--- config.mk ---
export PLATFORM = sky130hd
export DESIGN_NAME = bccal_top
export DESIGN_NICKNAME = d
export VERILOG_FILES = /design/src/bccal_top.v /design/src/bccal_bcd_range.v /design/src/bccal_bcd_step.v
export VERILOG_INCLUDE_DIRS = /design/src /design/src/src
export SDC_FILE = /design/constraint.sdc
export NUM_CORES = 1
export LEC_CHECK = 0
export BUFFER_PORTS_ARGS = -buffer_cell sky130_fd_sc_hd__buf_2
export CAP_MARGIN = 20
export CORE_MARGIN = 5
export CORE_UTILIZATION = 48
export CTS_CLUSTER_DIAMETER = 200
export DETAILED_ROUTE_END_ITERATION = 8
export PLACE_DENSITY_LB_ADDON = 0.1
export SYNTH_ARGS = -nofsm -noshare
export SYNTH_HDL_FRONTEND = slang
export SYNTH_SLANG_ARGS = --single-unit
--- constraint.sdc ---
create_clock -name clk -period 8 [get_ports clk]
set_input_delay 1.6 -clock clk [delete_from_list [all_inputs] [get_ports clk]]
set_output_delay 1.6 -clock clk [all_outputs]
set_load 0.02 [all_outputs]
--- src/bccal_regs.vh ---
// register map, field positions, reset values and timing counts of the calendar clock
`ifndef BCCAL_REGS_VH
`define BCCAL_REGS_VH
`define BCCAL_CTRL_OFS   8'h00
`define BCCAL_MODE_OFS   8'h04
`define BCCAL_TIME_OFS   8'h08
`define BCCAL_CAL_OFS    8'h0C
`define BCCAL_TALM_OFS   8'h10
`define BCCAL_CALM_OFS   8'h14
`define BCCAL_STAT_OFS   8'h18
`define BCCAL_SCLR_OFS   8'h1C
`define BCCAL_IEN_OFS    8'h20
`define BCCAL_IDIS_OFS   8'h24
`define BCCAL_IMSK_OFS   8'h28
`define BCCAL_VALID_OFS  8'h2C
`define BCCAL_CTRL_UPDT  0
`define BCCAL_CTRL_UPDC  1
`define BCCAL_MODE_H12   0
`define BCCAL_PM_BIT     22
`define BCCAL_SECEN_BIT  7
`define BCCAL_MINEN_BIT  15
`define BCCAL_HREN_BIT   23
`define BCCAL_MONEN_BIT  23
`define BCCAL_DATEN_BIT  31
`define BCCAL_ST_ACK     0
`define BCCAL_ST_ALM     1
`define BCCAL_ST_SEC     2
`define BCCAL_NV_TIME    0
`define BCCAL_NV_CAL     1
`define BCCAL_NV_TALM    2
`define BCCAL_NV_CALM    3
`define BCCAL_CAL_RST    32'h01819819
`define BCCAL_TALM_RST   32'h00000000
`define BCCAL_CALM_RST   32'h01010000
`define BCCAL_SLOW_HZ    32768
`endif

--- src/bccal_top.v ---
// bcd time-of-day clock and calendar with alarm, entry checking and register port
// How it works
// - free-running slow reference clock, never gated
// - all time and calendar counters hold bcd values; the prescaler counts in binary
// - calendar spans years 1900 to 2099
// - hours in 24-hour or 12-hour with pm
// - every year divisible by four is leap
// - reset loads Thursday, January 1st, 1998
// - seconds tick once a second, carries ripple up
// - alarm matches enabled fields, flags, may interrupt
// - seconds-only alarm fires once a minute while time counts; with the time update request held it fires on every tick
// - bad write leaves target, sets error flag
// - error flag clears only on good write
// - century 19 to 20, year legal bcd
// - date within 01 to 31
// - month 01 to 12, long enough for date
// - date checked against written month and year
// - interrupt ored onto shared system line
// - update request stops counting until software clears it
// - hour range by mode, no pm in 24-hour
//
// Our own choices: the register offsets and strobed register access.
`timescale 1ns/1ps
`include "bccal_regs.vh"
module bccal_top
#(
   parameter SLOW_HZ = `BCCAL_SLOW_HZ,
   parameter PRE_W   = 15
)
(
   input  wire        clk,
   input  wire        reset,
   input  wire        slowRefClk,
   input  wire        otherSysIrq,
   input  wire [7:0]  addr,
   input  wire [31:0] wrData,
   input  wire        wrEn,
   input  wire        rdEn,
   output reg  [31:0] rdData_ff,
   output reg         sharedSystemIrqLine_ff
);
   localparam integer     PRE_END  = SLOW_HZ - 1;
   localparam [PRE_W-1:0] PRE_LAST = PRE_END[PRE_W-1:0];
   reg             slowS1_ff, slowS2_ff, slowPrev_ff;
   reg [PRE_W-1:0] prescale_ff;
   reg             tick_ff, tickDly_ff;
   reg [6:0]       secs_ff, mins_ff, cent_ff;
   reg [5:0]       hrs_ff, date_ff;
   reg             pm_ff, hrMode_ff;
   reg [2:0]       dow_ff;
   reg [4:0]       mon_ff;
   reg [7:0]       year_ff;
   reg             time_update_request_ff, calendar_update_request_ff;
   reg [31:0]      tAlm_ff, cAlm_ff;
   reg [2:0]       stat_ff, imask_ff;
   reg [3:0]       valid_ff;
   wire [31:0]     calRst = `BCCAL_CAL_RST;
   // leap test on bcd year: tens even with 0/4/8, or tens odd with 2/6
   function leapYear;
      input [7:0] y;
      leapYear = y[4] ? ((y[3:0] == 4'h2) || (y[3:0] == 4'h6))
                      : ((y[3:0] == 4'h0) || (y[3:0] == 4'h4) || (y[3:0] == 4'h8));
   endfunction
   function [7:0] monLen;
      input [4:0] m;
      input [7:0] y;
      begin
         case (m)
            5'h02:   monLen = leapYear(y) ? 8'h29 : 8'h28;
            5'h04:   monLen = 8'h30;
            5'h06:   monLen = 8'h30;
            5'h09:   monLen = 8'h30;
            5'h11:   monLen = 8'h30;
            default: monLen = 8'h31;
         endcase
      end
   endfunction
   // slow clock is a pin: two flops, then edge detect on the second only
   always @(posedge clk)
   begin
      if (reset)
      begin
         slowS1_ff   <= 1'b0;
         slowS2_ff   <= 1'b0;
         slowPrev_ff <= 1'b0;
      end
      else
      begin
         slowS1_ff   <= slowRefClk;
         slowS2_ff   <= slowS1_ff;
         slowPrev_ff <= slowS2_ff;
      end
   end
   wire slowEdge = slowS2_ff & ~slowPrev_ff;
   // prescaler ignores update requests so time never slips
   always @(posedge clk)
   begin
      if (reset)
      begin
         prescale_ff <= {PRE_W{1'b0}};
         tick_ff     <= 1'b0;
         tickDly_ff  <= 1'b0;
      end
      else
      begin
         tick_ff    <= slowEdge && (prescale_ff == PRE_LAST);
         tickDly_ff <= tick_ff;
         if (slowEdge)
            prescale_ff <= (prescale_ff == PRE_LAST) ? {PRE_W{1'b0}} : prescale_ff + 1'b1;
      end
   end
   // counter steps
   wire [7:0] secNxt, minNxt, hrNxt, dateNxt, monNxt, yearNxt, dowNxt;
   wire       secWrap, minWrap, hrWrap, dateWrap, monWrap, yearWrap, dowWrap;
   wire [7:0] hrLo = hrMode_ff ? 8'h01 : 8'h00;
   wire [7:0] hrHi = hrMode_ff ? 8'h12 : 8'h23;
   bccal_bcd_step uSecStep (.val({1'b0, secs_ff}), .lo(8'h00), .hi(8'h59),
      .nxt(secNxt), .wrap(secWrap));
   bccal_bcd_step uMinStep (.val({1'b0, mins_ff}), .lo(8'h00), .hi(8'h59),
      .nxt(minNxt), .wrap(minWrap));
   bccal_bcd_step uHrStep (.val({2'b00, hrs_ff}), .lo(hrLo), .hi(hrHi),
      .nxt(hrNxt), .wrap(hrWrap));
   bccal_bcd_step uDateStep (.val({2'b00, date_ff}), .lo(8'h01), .hi(monLen(mon_ff, year_ff)),
      .nxt(dateNxt), .wrap(dateWrap));
   bccal_bcd_step uMonStep (.val({3'b000, mon_ff}), .lo(8'h01), .hi(8'h12),
      .nxt(monNxt), .wrap(monWrap));
   bccal_bcd_step uYearStep (.val(year_ff), .lo(8'h00), .hi(8'h99),
      .nxt(yearNxt), .wrap(yearWrap));
   bccal_bcd_step uDowStep (.val({5'h00, dow_ff}), .lo(8'h01), .hi(8'h07),
      .nxt(dowNxt), .wrap(dowWrap));
   wire secAdv  = tick_ff & ~time_update_request_ff;
   wire minAdv  = secAdv & secWrap;
   wire hrAdv   = minAdv & minWrap;
   wire pmFlip  = hrAdv & hrMode_ff & (hrs_ff == 6'h11);
   wire dayAdv  = hrAdv & (hrMode_ff ? (pmFlip & pm_ff) : hrWrap);
   wire calAdv  = dayAdv & ~calendar_update_request_ff;
   wire monAdv  = calAdv & dateWrap;
   wire yearAdv = monAdv & monWrap;
   wire centAdv = yearAdv & yearWrap;
   // entry checks on the written word; time and alarm share field positions
   wire secOk, minOk, hrOk, monOk, dateOk, centOk, yearOk, dowOk;
   wire [7:0] wrMon  = {3'b000, wrData[20:16]};
   wire [7:0] dateHi = (addr == `BCCAL_CAL_OFS) ? monLen(wrData[20:16], wrData[15:8]) : 8'h31;
   bccal_bcd_range uSecChk (.val({1'b0, wrData[6:0]}), .lo(8'h00), .hi(8'h59), .ok(secOk));
   bccal_bcd_range uMinChk (.val({1'b0, wrData[14:8]}), .lo(8'h00), .hi(8'h59), .ok(minOk));
   bccal_bcd_range uHrChk (.val({2'b00, wrData[21:16]}), .lo(hrLo), .hi(hrHi), .ok(hrOk));
   bccal_bcd_range uMonChk (.val(wrMon), .lo(8'h01), .hi(8'h12), .ok(monOk));
   bccal_bcd_range uDateChk (.val({2'b00, wrData[29:24]}), .lo(8'h01), .hi(dateHi),
      .ok(dateOk));
   bccal_bcd_range uCentChk (.val({1'b0, wrData[6:0]}), .lo(8'h19), .hi(8'h20), .ok(centOk));
   bccal_bcd_range uYearChk (.val(wrData[15:8]), .lo(8'h00), .hi(8'h99), .ok(yearOk));
   bccal_bcd_range uDowChk (.val({5'h00, wrData[23:21]}), .lo(8'h01), .hi(8'h07), .ok(dowOk));
   wire pmBad  = ~hrMode_ff & wrData[`BCCAL_PM_BIT];
   wire timeOk = secOk & minOk & hrOk & ~pmBad;
   wire calOk  = centOk & yearOk & monOk & dowOk & dateOk;
   wire calmOk = monOk & dateOk;
   wire wrCtrl  = wrEn && (addr == `BCCAL_CTRL_OFS);
   wire wrMode  = wrEn && (addr == `BCCAL_MODE_OFS);
   wire wrTime  = wrEn && (addr == `BCCAL_TIME_OFS) && time_update_request_ff;
   wire wrCal   = wrEn && (addr == `BCCAL_CAL_OFS) && calendar_update_request_ff;
   wire wrTalm  = wrEn && (addr == `BCCAL_TALM_OFS);
   wire wrCalm  = wrEn && (addr == `BCCAL_CALM_OFS);
   wire wrSclr  = wrEn && (addr == `BCCAL_SCLR_OFS);
   wire wrIen   = wrEn && (addr == `BCCAL_IEN_OFS);
   wire wrIdis  = wrEn && (addr == `BCCAL_IDIS_OFS);
   // time counters; writes only land while counting is stopped
   always @(posedge clk)
   begin
      if (reset)
      begin
         secs_ff <= 7'h00;
         mins_ff <= 7'h00;
         hrs_ff  <= 6'h00;
         pm_ff   <= 1'b0;
      end
      else if (wrTime)
      begin
         if (timeOk)
         begin
            secs_ff <= wrData[6:0];
            mins_ff <= wrData[14:8];
            hrs_ff  <= wrData[21:16];
            pm_ff   <= wrData[`BCCAL_PM_BIT];
         end
      end
      else
      begin
         if (secAdv)
            secs_ff <= secNxt[6:0];
         if (minAdv)
            mins_ff <= minNxt[6:0];
         if (hrAdv)
            hrs_ff <= hrNxt[5:0];
         if (pmFlip)
            pm_ff <= ~pm_ff;
      end
   end
   // calendar counters; reset date is Thursday 01 January 1998
   always @(posedge clk)
   begin
      if (reset)
      begin
         cent_ff <= calRst[6:0];
         year_ff <= calRst[15:8];
         mon_ff  <= calRst[20:16];
         dow_ff  <= calRst[23:21];
         date_ff <= calRst[29:24];
      end
      else if (wrCal)
      begin
         if (calOk)
         begin
            cent_ff <= wrData[6:0];
            year_ff <= wrData[15:8];
            mon_ff  <= wrData[20:16];
            dow_ff  <= wrData[23:21];
            date_ff <= wrData[29:24];
         end
      end
      else
      begin
         if (calAdv)
         begin
            date_ff <= dateNxt[5:0];
            dow_ff  <= dowNxt[2:0];
         end
         if (monAdv)
            mon_ff <= monNxt[4:0];
         if (yearAdv)
            year_ff <= yearNxt;
         if (centAdv)
            cent_ff <= (cent_ff == 7'h19) ? 7'h20 : 7'h19;
      end
   end
   // alarm fields; a reject keeps the old setting
   always @(posedge clk)
   begin
      if (reset)
      begin
         tAlm_ff <= `BCCAL_TALM_RST;
         cAlm_ff <= `BCCAL_CALM_RST;
      end
      else
      begin
         if (wrTalm && timeOk)
            tAlm_ff <= wrData & 32'h00FFFFFF;
         if (wrCalm && calmOk)
            cAlm_ff <= wrData & 32'hBF9F0000;
      end
   end
   // a disabled field always matches; no field enabled never fires
   wire secEn  = tAlm_ff[`BCCAL_SECEN_BIT];
   wire minEn  = tAlm_ff[`BCCAL_MINEN_BIT];
   wire hrEn   = tAlm_ff[`BCCAL_HREN_BIT];
   wire monEn  = cAlm_ff[`BCCAL_MONEN_BIT];
   wire datEn  = cAlm_ff[`BCCAL_DATEN_BIT];
   wire secHit = ~secEn | (secs_ff == tAlm_ff[6:0]);
   wire minHit = ~minEn | (mins_ff == tAlm_ff[14:8]);
   wire hrHit  = ~hrEn | ({pm_ff, hrs_ff} == tAlm_ff[22:16]);
   wire monHit = ~monEn | (mon_ff == cAlm_ff[20:16]);
   wire datHit = ~datEn | (date_ff == cAlm_ff[29:24]);
   wire anyEn  = secEn | minEn | hrEn | monEn | datEn;
   // judged one cycle after the tick, once the counters have settled
   wire alarmEv = tickDly_ff & anyEn & secHit & minHit & hrHit & monHit & datHit;
   wire [2:0] statSet = {tick_ff, alarmEv, tick_ff & (time_update_request_ff | calendar_update_request_ff)};
   wire [2:0] statClr = wrSclr ? wrData[2:0] : 3'b000;
   // control, status, mask and validity
   always @(posedge clk)
   begin
      if (reset)
      begin
         hrMode_ff <= 1'b0;
         time_update_request_ff <= 1'b0;
         calendar_update_request_ff <= 1'b0;
         stat_ff   <= 3'b000;
         imask_ff  <= 3'b000;
         valid_ff  <= 4'h0;
      end
      else
      begin
         if (wrCtrl)
         begin
            time_update_request_ff <= wrData[`BCCAL_CTRL_UPDT];
            calendar_update_request_ff <= wrData[`BCCAL_CTRL_UPDC];
         end
         if (wrMode)
            hrMode_ff <= wrData[`BCCAL_MODE_H12];
         // a new event wins over a clear in the same cycle
         stat_ff  <= (stat_ff & ~statClr) | statSet;
         imask_ff <= (imask_ff | (wrIen ? wrData[2:0] : 3'b000))
                     & ~(wrIdis ? wrData[2:0] : 3'b000);
         // software has no clear path; only a good write of the same kind clears
         if (wrTime)
            valid_ff[`BCCAL_NV_TIME] <= ~timeOk;
         if (wrCal)
            valid_ff[`BCCAL_NV_CAL] <= ~calOk;
         if (wrTalm)
            valid_ff[`BCCAL_NV_TALM] <= ~timeOk;
         if (wrCalm)
            valid_ff[`BCCAL_NV_CALM] <= ~calmOk;
      end
   end
   // counters settle within a cycle of the tick, so a double read is safe
   always @(posedge clk)
   begin
      if (reset)
      begin
         rdData_ff              <= 32'h00000000;
         sharedSystemIrqLine_ff <= 1'b0;
      end
      else
      begin
         sharedSystemIrqLine_ff <= (|(stat_ff & imask_ff)) | otherSysIrq;
         if (!rdEn)
            rdData_ff <= 32'h00000000;
         else
         begin
            case (addr)
               `BCCAL_CTRL_OFS:  rdData_ff <= {30'h00000000, calendar_update_request_ff, time_update_request_ff};
               `BCCAL_MODE_OFS:  rdData_ff <= {31'h00000000, hrMode_ff};
               `BCCAL_TIME_OFS:  rdData_ff <= {9'h000, pm_ff, hrs_ff, 1'b0, mins_ff,
                                               1'b0, secs_ff};
               `BCCAL_CAL_OFS:   rdData_ff <= {2'b00, date_ff, dow_ff, mon_ff, year_ff,
                                               1'b0, cent_ff};
               `BCCAL_TALM_OFS:  rdData_ff <= tAlm_ff;
               `BCCAL_CALM_OFS:  rdData_ff <= cAlm_ff;
               `BCCAL_STAT_OFS:  rdData_ff <= {29'h00000000, stat_ff};
               `BCCAL_IMSK_OFS:  rdData_ff <= {29'h00000000, imask_ff};
               `BCCAL_VALID_OFS: rdData_ff <= {28'h0000000, valid_ff};
               default:          rdData_ff <= 32'h00000000;
            endcase
         end
      end
   end
endmodule

--- src/bccal_bcd_range.v ---
// two-digit bcd digit check plus inclusive range check
`timescale 1ns/1ps
module bccal_bcd_range
(
   input  wire [7:0] val,
   input  wire [7:0] lo,
   input  wire [7:0] hi,
   output wire       ok
);
   // bcd order matches numeric order once both digits are legal
   assign ok = (val[3:0] <= 4'h9) && (val[7:4] <= 4'h9) && (val >= lo) && (val <= hi);
endmodule

--- src/bccal_bcd_step.v ---
// two-digit bcd increment with wrap from hi back to lo
`timescale 1ns/1ps
module bccal_bcd_step
(
   input  wire [7:0] val,
   input  wire [7:0] lo,
   input  wire [7:0] hi,
   output wire [7:0] nxt,
   output wire       wrap
);
   wire [3:0] tensUp;
   wire [3:0] unitsUp;
   assign tensUp  = val[7:4] + 4'h1;
   assign unitsUp = val[3:0] + 4'h1;
   // >= so an out-of-range value still recovers on the next step
   assign wrap = (val >= hi);
   assign nxt  = wrap ? lo : ((val[3:0] == 4'h9) ? {tensUp, 4'h0} : {val[7:4], unitsUp});
endmodule

==> results of run 1 <==
## how the worst min path moves through the flow
| stage | startpoint | end | slack [ns] | cells after the start |
|---|---|---|---|---|
| after floorplan | slowS1_ff | slowS2_ff | 0.41 | 1 |
| after global placement | slowS1_ff | slowS2_ff | 0.43 | 1 |
| final | slowS1_ff | slowS2_ff | 0.44 | 1 |
| after global routing | slowS1_ff | slowS2_ff | 0.46 | 1 |
| after detailed placement | slowS1_ff | slowS2_ff | 0.43 | 1 |
| after CTS | slowS1_ff | slowS2_ff | 0.45 | 1 |
## kinds of logic (layout without fill, tap and decap cells)
| kind of cell | count (synthesis) | count (layout) | share of synthesized area |
|---|---|---|---|
| xor gates and xnor gates | 47 | 47 | 0.0479 |
| AOI/OAI and AO/OA | 252 | 252 | 0.210 |
| DFF | 152 | 152 | 0.354 |
| and+or+nand+nor | 374 | 374 | 0.225 |
| muxes | 55 | 55 | 0.0650 |
| other | 1 | 1 | 0.000436 |
| adders and majority gates | 32 | 32 | 0.0463 |
| buffers and inverters | 104 | 152 | 0.0514 |
## per-stage QoR
| stage | instances | utilization | hold WS, ns |
|---|---|---|---|
| 2_1_floorplan | 1017 | - | 0.414 |
| 3_3_place_gp | 1263 | 0.508 | 0.435 |
| 3_5_place_dp | 1263 | 0.508 | 0.430 |
| 4_1_cts | 1294 | 0.543 | 0.445 |
| 5_1_grt | 1294 | 0.543 | 0.464 |
| 6_report | 1294 | 0.543 | 0.440 |
## worst max-delay path: cells and delay by family
family / cells / cell delay (ns)
AO/OA/AOI/OAI: 4 / 1.03
adder cells (fa/ha/maj): 1 / 0.28
AND/OR/NAND/NOR: 5 / 2.05
buffers and inverters: 2 / 0.43
## state kept, by name, indices dropped and copies added (netlist names), 3 cells and up
| signal | count |
|---|---|
| hrs_ff | 6 |
| date_ff | 6 |
| valid_ff | 4 |
| prescale_ff | 15 |
| secs_ff | 7 |
| cent_ff | 7 |
| year_ff | 8 |
| dow_ff | 3 |
| stat_ff | 3 |
| mon_ff | 5 |
| cAlm_ff | 13 |
| mins_ff | 7 |
| rdData_ff | 31 |
| imask_ff | 3 |
| tAlm_ff | 24 |
## placed cells by master (no fill, tap or decap), types with 11 or more instances in the layout
| master | n |
|---|---|
| dfxtp_1 | 152 |
| nor2_1 | 122 |
| buf_2 | 75 |
| nand2_1 | 74 |
| a21oi_1 | 64 |
| mux2i_1 | 48 |
| inv_1 | 35 |
| nor3_1 | 31 |
| ha_1 | 31 |
| xor2_1 | 30 |
| nand3_1 | 29 |
| a22oi_1 | 26 |
| o21ai_0 | 21 |
| xnor2_1 | 17 |
| clkbuf_16 | 17 |
| a31oi_1 | 15 |
| a211oi_1 | 12 |
| nor2b_1 | 12 |
| nand4_1 | 12 |
| nor4_1 | 11 |
| nor3b_1 | 11 |
| buf_4 | 11 |
## cell usage after synthesis (12+ instances only)
| library cell | n | area, um^2 |
|---|---|---|
| a211oi_1 | 12 | 90.1 |
| a21oi_1 | 64 | 320 |
| a22oi_1 | 26 | 195 |
| a31oi_1 | 15 | 93.8 |
| buf_2 | 17 | 85.1 |
| clkbuf_1 | 43 | 161 |
| dfxtp_1 | 152 | 3040 |
| ha_1 | 31 | 388 |
| inv_1 | 35 | 131 |
| mux2i_1 | 48 | 480 |
| nand2_1 | 74 | 278 |
| nand3_1 | 29 | 145 |
| nand4_1 | 12 | 75.1 |
| nor2_1 | 122 | 458 |
| nor2b_1 | 12 | 75.1 |
| nor3_1 | 31 | 155 |
| o21ai_0 | 21 | 105 |
| xnor2_1 | 17 | 149 |
| xor2_1 | 30 | 263 |
## final cells by class
cell class / instances / area (um^2) / area share
Inverter: 35 / 131 / 0.0136
Multi-Input combinational cell: 761 / 5120 / 0.531
Sequential cell: 152 / 3040 / 0.315
Timing Repair Buffer: 86 / 458 / 0.0475
Tap cell: 229 / 287 / 0.0297
Clock buffer: 19 / 433 / 0.0449
Clock inverter: 12 / 174 / 0.0180
## per-layer routing
layer	vias up	global-route usage	share of wire
li1	3805	-	-
met1	3780	0.352	0.47
met2	251	0.388	0.45
met3	37	0.0552	0.061
met4	0	0.0738	0.018
met5	-	0	0
## power groups by stage
stage          Combinational [uW]  Clock (uW)  Sequential (uW)
6_report                     78.3         851              759
5_1_grt                      84.2         904              758
4_1_cts                      77.6         863              759
3_5_place_dp                 77.0           0              776
3_3_place_gp                 77.0           0              776
2_1_floorplan                39.2           0              776
==> impl_metrics.csv, run 1 <==
group,metric,value,unit
critical_path,critical_path_class,"input port to flip-flop",
power,power_switching,388,uW
final_layout,syn_to_final_growth,12.2,%
place,dpl_cell_area,9040,um^2
power,ir_worst_vdd,0.163,mV
global_routing,grt_pass1_vias,7288,
floorplan,core-area,17800,um^2
power,sw_frac_of_total,0.230,
clock_network,clk_path_buf_depth,2,
timing,finalSetupViolations,0,
timing,rsz0062_at_grt,"false",
routing,wl_per_cell,20.0,um
timing,tightest_slew,1.12,ns
critical_path,startpoint_type,"input port",
timing,setup-tns-final,0,ns
final_layout,fill_cells,1754,
critical_path,crit_slowest_cell,"or3_1",
place,dp_slack,2.55,ns
final_layout,diodes,0,
timing,fmax,196,MHz
clock_network,path_clk_slew,0.07,ns
global_routing,grtUsageTotal,0.251,
critical_path,setup.worst_path.end,"date_ff[3]",
floorplan,die-area,20700,um^2
routing,vias_per_cell,6.08,
power,combPwrFrac,0.046,
floorplan,start_util,0.484,
critical_path,cp_data_required_time,8.29,ns
clock_network,cts_tree,"yes",
routing,vias,7873,
timing,hold_violations,0,
logic_synthesis,syn-cell-area,8600,um^2
final_layout,drive_above_1_share,0.132,
place,hpwl,17700,um
critical_path,r2r_start,"year_ff[2]",
clock_network,cts_root_buf,"clkbuf_16",
clock_network,cts-hold-fix-buffers,0,
critical_path,crit_start,"addr[2]",
timing,worst_slack,2.91,ns
routing,routed_wl,25800,um
routing,first_iter_violations,602,
run_status,outcome,"complete, no violations",
final_layout,fin_area,9650,um^2
global_routing,antenna_found_initial,0,
critical_path,worstReg2RegEnd,"date_ff[2]",
job,cap_violations,0,
logic_synthesis,synth_nets,1094,
critical_path,max_stage_delay,0.75,ns
global_routing,grt_max_degree,55,
logic_synthesis,synthCells,1017,
place,io_buffers,76,
floorplan,die_w,144,um
power,p_int,1300,uW
critical_path,crit_chain,"buf_2 > and4bb_1 > and2_1 > and2_1 > inv_1 > ha_1 > o21ai_0 > a31oi_1 > o211a_1 > or3_1 > a222oi_1 > nor3_1",
logic_synthesis,synth_edf_count,0,
clock_network,cts_inserted_buffers,17,
power,pwr-share-clk,0.504,
routing,drc_errors,0,
global_routing,grt_pass1_wl,40600,um
global_routing,grt-ovfl-total,0,
power,p_leak,0.00364,uW
logic_synthesis,syn_area_per_cell,8.45,um^2
routing,drtAntennaViolNets,0,
critical_path,endpoint_kind,"flip-flop",
logic_synthesis,ys_seq_area_frac,0.354,
logic_synthesis,ys.flop_type,"dfxtp_1",
critical_path,crit_top_cell,"and2_1",
floorplan,row_count,49,
routing,drt_pass1_iterations,5,
timing,finalCriticalPeriod,5.09,ns
timing,slew_violations,0,
final_layout,nets,1130,
floorplan,ios,79,
clock_network,cts-resized-gates,0,
power,power.total,1690,uW
logic_synthesis,ys_ff_latch,152,
place,gp_congestion,0.848,
logic_synthesis,yosys_warnings,0,
timing,skew,0.0162,ns
power,power_frac_seq,0.450,
hold_path,hold_path.class,"flip-flop to flip-flop",
clock_network,post_cts_buffers,0,
critical_path,rrSetupSlack,4.17,ns
timing,max_slew_margin,0.241,
logic_synthesis,yosysUniqueCellTypes,85,
critical_path,path_max_fanout,20,
floorplan,die_h,144,um
critical_path,worst_r2r_path_depth,12,
clock_network,clock_latency,0.44,ns
logic_synthesis,async_flop_share,0,
power,p_per_area,175,nW/um^2
clock_network,clkSinkCount,152,
clock_network,ctsHtreeMaxLevel,4,
timing,post-route-period-util,0.636,
critical_path,arrival,5.38,ns
(Power assumes the default switching activity.)
==> run 2: changes to the inputs <==
Clock period 8 ns to 5.2 ns, I/O delays scaled along.
==> run 2 against run 1 <==
Net effect: sequential share of layout area decreased by 0.21 points; die area unchanged; largest power group unchanged; clock skew shrank 0.0081 ns; clock-buffer cell count increased by 2; sequential power is 54% higher; via count fell by 1.1%; combinational power grew 56%; largest cell class unchanged; highest routed layer unchanged; design area rose by 0.67%; clock power increased by 55%.
==> impl_metrics.csv, run 2 (synthesis results as in run 1) <==
group,metric,value,unit
final_layout,top_register,"rdData_ff",
routing,vias_per_cell,5.98,
routing,routed_wl,25500,um
clock_network,cts-resized-gates,0,
final_layout,layout_common_cells,"dfxtp_1, nor2_1, buf_2, nand2_1, a21oi_1",
timing,tightest_slew,1.04,ns
clock_network,ctsHtreeMaxLevel,4,
routing,met1Wirelength,12100,um
critical_path,arrival,4.37,ns
power,pwr-share-clk,0.506,
power,p_int,2020,uW
final_layout,nets,1137,
final_layout,fill_cells,1707,
power,sw_frac_of_total,0.226,
clock_network,clkSinkCount,152,
floorplan,die_w,144,um
job,cap_violations,0,
final_layout,final_common_cell,"dfxtp_1",
critical_path,endpoint_kind,"flip-flop",
global_routing,grt_pass1_vias,7261,
critical_path,startpoint_type,"flip-flop",
routing,drt_pass1_iterations,5,
global_routing,antenna_found_initial,0,
timing,post-route-period-util,0.779,
routing,top_layer,"met4",
critical_path,crit_chain,"a211oi_1 > a31oi_1 > o21ai_0 > a2111oi_0 > a31oi_1 > ha_1 > or4b_1 > a31oi_1 > o21ai_1 > o211ai_1 > a21oi_2 > o211a_1",
place,hpwl,17900,um
power,power_switching,591,uW
timing,hold_violations,0,
clock_network,cts_inserted_buffers,17,
timing,rsz0062_at_grt,"false",
power,ir_worst_vdd,0.231,mV
routing,wl_met3,1460,um
critical_path,crit_top_cell,"a31oi_1",
final_layout,largest_reg_flops,31,
routing,wl_per_cell,19.6,um
power,power.total,2610,uW
timing,finalSetupViolations,0,
clock_network,clk_path_buf_depth,2,
floorplan,die-area,20700,um^2
final_layout,drive_above_1_share,0.138,
power,p_per_area,269,nW/um^2
routing,drc_errors,0,
timing,finalCriticalPeriod,4.05,ns
routing,drtAntennaViolNets,0,
critical_path,crit_family,"compound AO/OA/AOI/OAI gates",
power,power_frac_seq,0.447,
clock_network,cts_root_buf,"clkbuf_16",
critical_path,cp_data_required_time,5.52,ns
timing,max_slew_margin,0.301,
final_layout,diodes,0,
floorplan,start_util,0.484,
timing,fmax,247,MHz
routing,wl_met2,11500,um
clock_network,post_cts_buffers,0,
hold_path,hold_path.class,"flip-flop to flip-flop",
clock_network,cts_tree,"yes",
power,combPwrFrac,0.047,
clock_network,cts-hold-fix-buffers,0,
routing,vias,7789,
power,p_leak,0.00368,uW
clock_network,path_clk_slew,0.06,ns
run_status,outcome,"complete, no violations",
critical_path,crit_slowest_cell,"dfxtp_1",
routing,first_iter_violations,506,
floorplan,ios,79,
floorplan,die_h,144,um
floorplan,core-area,17800,um^2
critical_path,critical_path_class,"flip-flop to flip-flop",
global_routing,grtUsageTotal,0.248,
critical_path,max_stage_delay,0.54,ns
final_layout,syn_to_final_growth,12.9,%
global_routing,grt-ovfl-total,0,
critical_path,path_max_fanout,11,
critical_path,path_buf_inv,0,
place,io_buffers,76,
timing,skew,0.00804,ns
timing,setup-tns-final,0,ns
final_layout,top_regs,"rdData_ff (31), tAlm_ff (24), prescale_ff (15)",
global_routing,grt_max_degree,58,
place,gp_congestion,0.865,
clock_network,clock_latency,0.42,ns
global_routing,grt_pass1_wl,40400,um
timing,slew_violations,0,
floorplan,row_count,49,
[run 2: routing by layer]
metal / vias up / GRT usage
met5: - / 0
met4: 0 / 0.0753
met3: 32 / 0.0582
met2: 222 / 0.370
met1: 3714 / 0.356
li1: 3821 / -
[run 2: layout make-up]
class,instances,area (um^2),area share
Clock inverter,11,171,0.0177
Clock buffer,21,450,0.0464
Timing Repair Buffer,93,508,0.0523
Inverter,35,131,0.0135
Multi-Input combinational cell,761,5120,0.527
Tap cell,229,287,0.0295
Sequential cell,152,3040,0.313
[run 2: path summary, 6_finish.rpt]
kind | cells past startpoint | start | to | slack (ns)
setup / recovery | 12 | year_ff[2] | cent_ff[5] | 1.15
hold / removal | 1 | slowS1_ff | slowS2_ff | 0.44
hold reg to reg | 1 | slowS1_ff | slowS2_ff | 0.44
setup reg to reg | 12 | year_ff[2] | cent_ff[5] | 1.15
[run 2: through the flow]
| step | worst slack [ns] | utilization | hold slack [ns] | cell area [um^2] | std cells |
|---|---|---|---|---|---|
| 2_1_floorplan | 1.15 | - | 0.414 | 8600 | 1017 |
| 3_3_place_gp | 0.909 | 0.510 | 0.443 | 9080 | 1268 |
| 3_5_place_dp | 0.889 | 0.510 | 0.428 | 9080 | 1268 |
| 4_1_cts | 1.21 | 0.545 | 0.443 | 9700 | 1300 |
| 5_1_grt | 0.927 | 0.546 | 0.464 | 9710 | 1302 |
| 6_report | 1.15 | 0.546 | 0.437 | 9710 | 1302 |
[run 2: power groups by stage]
stage / Combinational, uW / Sequential (uW) / Clock [uW]
after floorplan: 60.4 / 1190 / 0
after CTS: 120 / 1170 / 1340
after detailed placement: 120 / 1190 / 0
after global routing: 131 / 1170 / 1400
after global placement: 120 / 1190 / 0
final: 122 / 1170 / 1320
==> run 3: changes to the inputs <==
Settings changed: ABC_AREA from default to 1.
Clock period 5.2 ns to 3.5 ns, I/O delays scaled along.
==> run 3 against run 2 <==
Net effect: area after synthesis is 0.29% lower; sequential power is 48% higher; sequential cell count unchanged; critical path depth rose by 9; clock power is 30% higher; clock skew is 0.0044 ns higher; power rose by 39%; register-to-register slack worse by 0.57 ns; utilization rose by 1.4 points; combinational power is 50% higher; critical path type is now input port to flip-flop; largest cell class unchanged; highest routed layer unchanged.
==> impl_metrics.csv, run 3 <==
group,metric,value,unit
timing,worst_slack,0.465,ns
critical_path,arrival,3.31,ns
critical_path,startpoint_type,"input port",
logic_synthesis,synth.top_cell.area_share,0.355,
job,cap_violations,0,
clock_network,clkSinkCount,152,
power,power_frac_seq,0.477,
routing,wl_met2,11600,um
global_routing,grt-ovfl-total,0,
power,power.total,3630,uW
logic_synthesis,synth_top_area_cell,"dfxtp_1",
floorplan,die-area,20600,um^2
hold_path,hold_path.class,"flip-flop to flip-flop",
timing,finalSetupViolations,0,
power,combPwrFrac,0.050,
floorplan,ios,79,
critical_path,crit_family,"simple AND/OR/NAND/NOR gates",
routing,drc_errors,0,
floorplan,start_util,0.492,
final_layout,drive_above_1_share,0.144,
final_layout,top_register,"rdData_ff",
clock_network,clock_latency,0.43,ns
routing,wl_per_cell,16.4,um
routing,wl_met3,1680,um
clock_network,cts_tree,"yes",
timing,fmax,329,MHz
floorplan,die_h,144,um
timing,tightest_slew,0.991,ns
run_status,outcome,"complete, no violations",
timing,hold_violations,0,
power,p_leak,0.00443,uW
place,gp_congestion,0.909,
critical_path,path_buf_inv,6,
logic_synthesis,yosysUniqueCellTypes,54,
timing,skew,0.0124,ns
timing,rsz0062_at_grt,"false",
critical_path,cp_data_required_time,3.78,ns
final_layout,final_core_util,0.560,
clock_network,path_clk_slew,0.06,ns
final_layout,largest_reg_flops,31,
clock_network,cts-hold-fix-buffers,0,
critical_path,endpoint_kind,"flip-flop",
place,dp_slack,0.0752,ns
global_routing,grt_pass1_wl,41600,um
global_routing,grtUsageTotal,0.255,
power,ir_worst_vdd,0.336,mV
timing,finalCriticalPeriod,3.04,ns
place,io_buffers,76,
place,hpwl,18800,um
logic_synthesis,synth_edf_count,0,
critical_path,max_stage_delay,0.27,ns
routing,routed_wl,25600,um
final_layout,nets,1398,
routing,drt_pass1_iterations,6,
clock_network,cts-resized-gates,0,
final_layout,top_regs,"rdData_ff (31), tAlm_ff (24), prescale_ff (15)",
global_routing,antenna_found_initial,0,
floorplan,row_count,48,
global_routing,grt_pass1_vias,7910,
timing,setup-tns-final,0,ns
power,p_per_area,372,nW/um^2
routing,first_iter_violations,832,
routing,vias_per_cell,5.50,
global_routing,grt_max_degree,90,
critical_path,crit_slowest_cell,"ha_1",
clock_network,ctsHtreeMaxLevel,4,
timing,max_slew_margin,0.339,
logic_synthesis,async_flop_share,0,
logic_synthesis,netlist_top_cells_area,"dfxtp_1, nand2_1, a21oi_1",
logic_synthesis,synth.most_common_cell,"nand2_1",
final_layout,final_common_cell,"nand2_1",
critical_path,path_max_fanout,15,
routing,met1Wirelength,11800,um
logic_synthesis,ys_ff_latch,152,
final_layout,diodes,0,
clock_network,clk_path_buf_depth,2,
final_layout,syn_to_final_growth,13.9,%
routing,top_layer,"met4",
logic_synthesis,synth_common_cells,"nand2_1, dfxtp_1, inv_1",
clock_network,post_cts_buffers,0,
logic_synthesis,synth_nets,1323,
power,pwr-share-clk,0.473,
floorplan,die_w,144,um
logic_synthesis,ys.flop_type,"dfxtp_1",
power,p_int,2750,uW
logic_synthesis,ys_seq_area_frac,0.355,
routing,vias,8577,
critical_path,crit_chain,"buf_2 > nor2_1 > inv_1 > nor3_1 > inv_1 > nor2_1 > inv_1 > ha_1 > nand2_1 > inv_1 > nand3_1 > nand2_1 > a21oi_1 > nor2_2 > nand2_1 > nand2_4 > nand2_4 > clkinv_4 > nand2_2 > nand2_1 > nand3_1",
power,power_switching,888,uW
logic_synthesis,synthCells,1246,
floorplan,core-area,17400,um^2
timing,post-route-period-util,0.867,
critical_path,critical_path_class,"input port to flip-flop",
logic_synthesis,syn-cell-area,8570,um^2
power,sw_frac_of_total,0.244,
critical_path,rrSetupSlack,0.58,ns
logic_synthesis,yosys_warnings,0,
logic_synthesis,syn_area_per_cell,6.88,um^2
timing,slew_violations,0,
routing,drtAntennaViolNets,0,
clock_network,cts_root_buf,"clkbuf_16",
clock_network,cts_inserted_buffers,17,
final_layout,layout_common_cells,"nand2_1, inv_1, dfxtp_1, nor2_1, a21oi_1",
==> run 3: path summary, 6_finish.rpt <==
| kind | end | start | cells after the start |
|---|---|---|---|
| max | mon_ff[0] | wrData[18] | 21 |
| min reg2reg | slowS2_ff | slowS1_ff | 2 |
| max reg2reg | date_ff[1] | mon_ff[1] | 16 |
| min | slowS2_ff | slowS1_ff | 2 |
==> run 3: worst register-to-register path, stage by stage (launching register included) <==
cell,delay [ns]
dfxtp_1,0.39
inv_1,0.14
nor2_1,0.11
inv_1,0.06
nor3_1,0.13
buf_4,0.16
o21ai_0,0.08
a31oi_1,0.31
nor4_1,0.09
ha_1,0.28
nand4_1,0.09
nand3_1,0.14
nor2_2,0.25
nand2_1,0.21
o22ai_1,0.16
o21ai_0,0.09
a21oi_1,0.16
==> run 3: layer usage <==
| metal | vias to the layer above | track usage |
|---|---|---|
| met5 | - | 0 |
| met4 | 0 | 0.0778 |
| met3 | 32 | 0.0479 |
| met2 | 290 | 0.403 |
| met1 | 3969 | 0.356 |
| li1 | 4286 | - |
==> run 3: cells by family after synthesis <==
| kind of cell | share of synthesized area |
|---|---|
| flops | 0.355 |
| compound gates | 0.182 |
| xor+xnor | 0.0388 |
| buf+inv | 0.101 |
| other cells | 0.000437 |
| simple gates | 0.278 |
| fa+ha+maj | 0.0452 |
==> run 3: power groups by stage <==
stage,clock network [uW],registers (uW),logic [uW]
2_1_floorplan,0,1770,89.2
3_3_place_gp,0,1770,179
3_5_place_dp,0,1770,180
4_1_cts,1750,1730,180
5_1_grt,1840,1730,200
6_report,1720,1730,183
==> run 3: metrics by stage <==
step	hold WS (ns)	instance area [um^2]	instances
after detailed placement	0.399	9220	1527
after CTS	0.411	9760	1559
final	0.408	9760	1559
after floorplan	0.388	8570	1246
after global routing	0.433	9760	1559
after global placement	0.389	9220	1527
==> run 3: cell type report <==
cell class	instances	area, um^2
Clock buffer	22	474
Clock inverter	10	71.3
Fill cell	1796	7650
Inverter	173	657
Multi-Input combinational cell	876	4670
Sequential cell	152	3040
Tap cell	225	282
Timing Repair Buffer	101	568
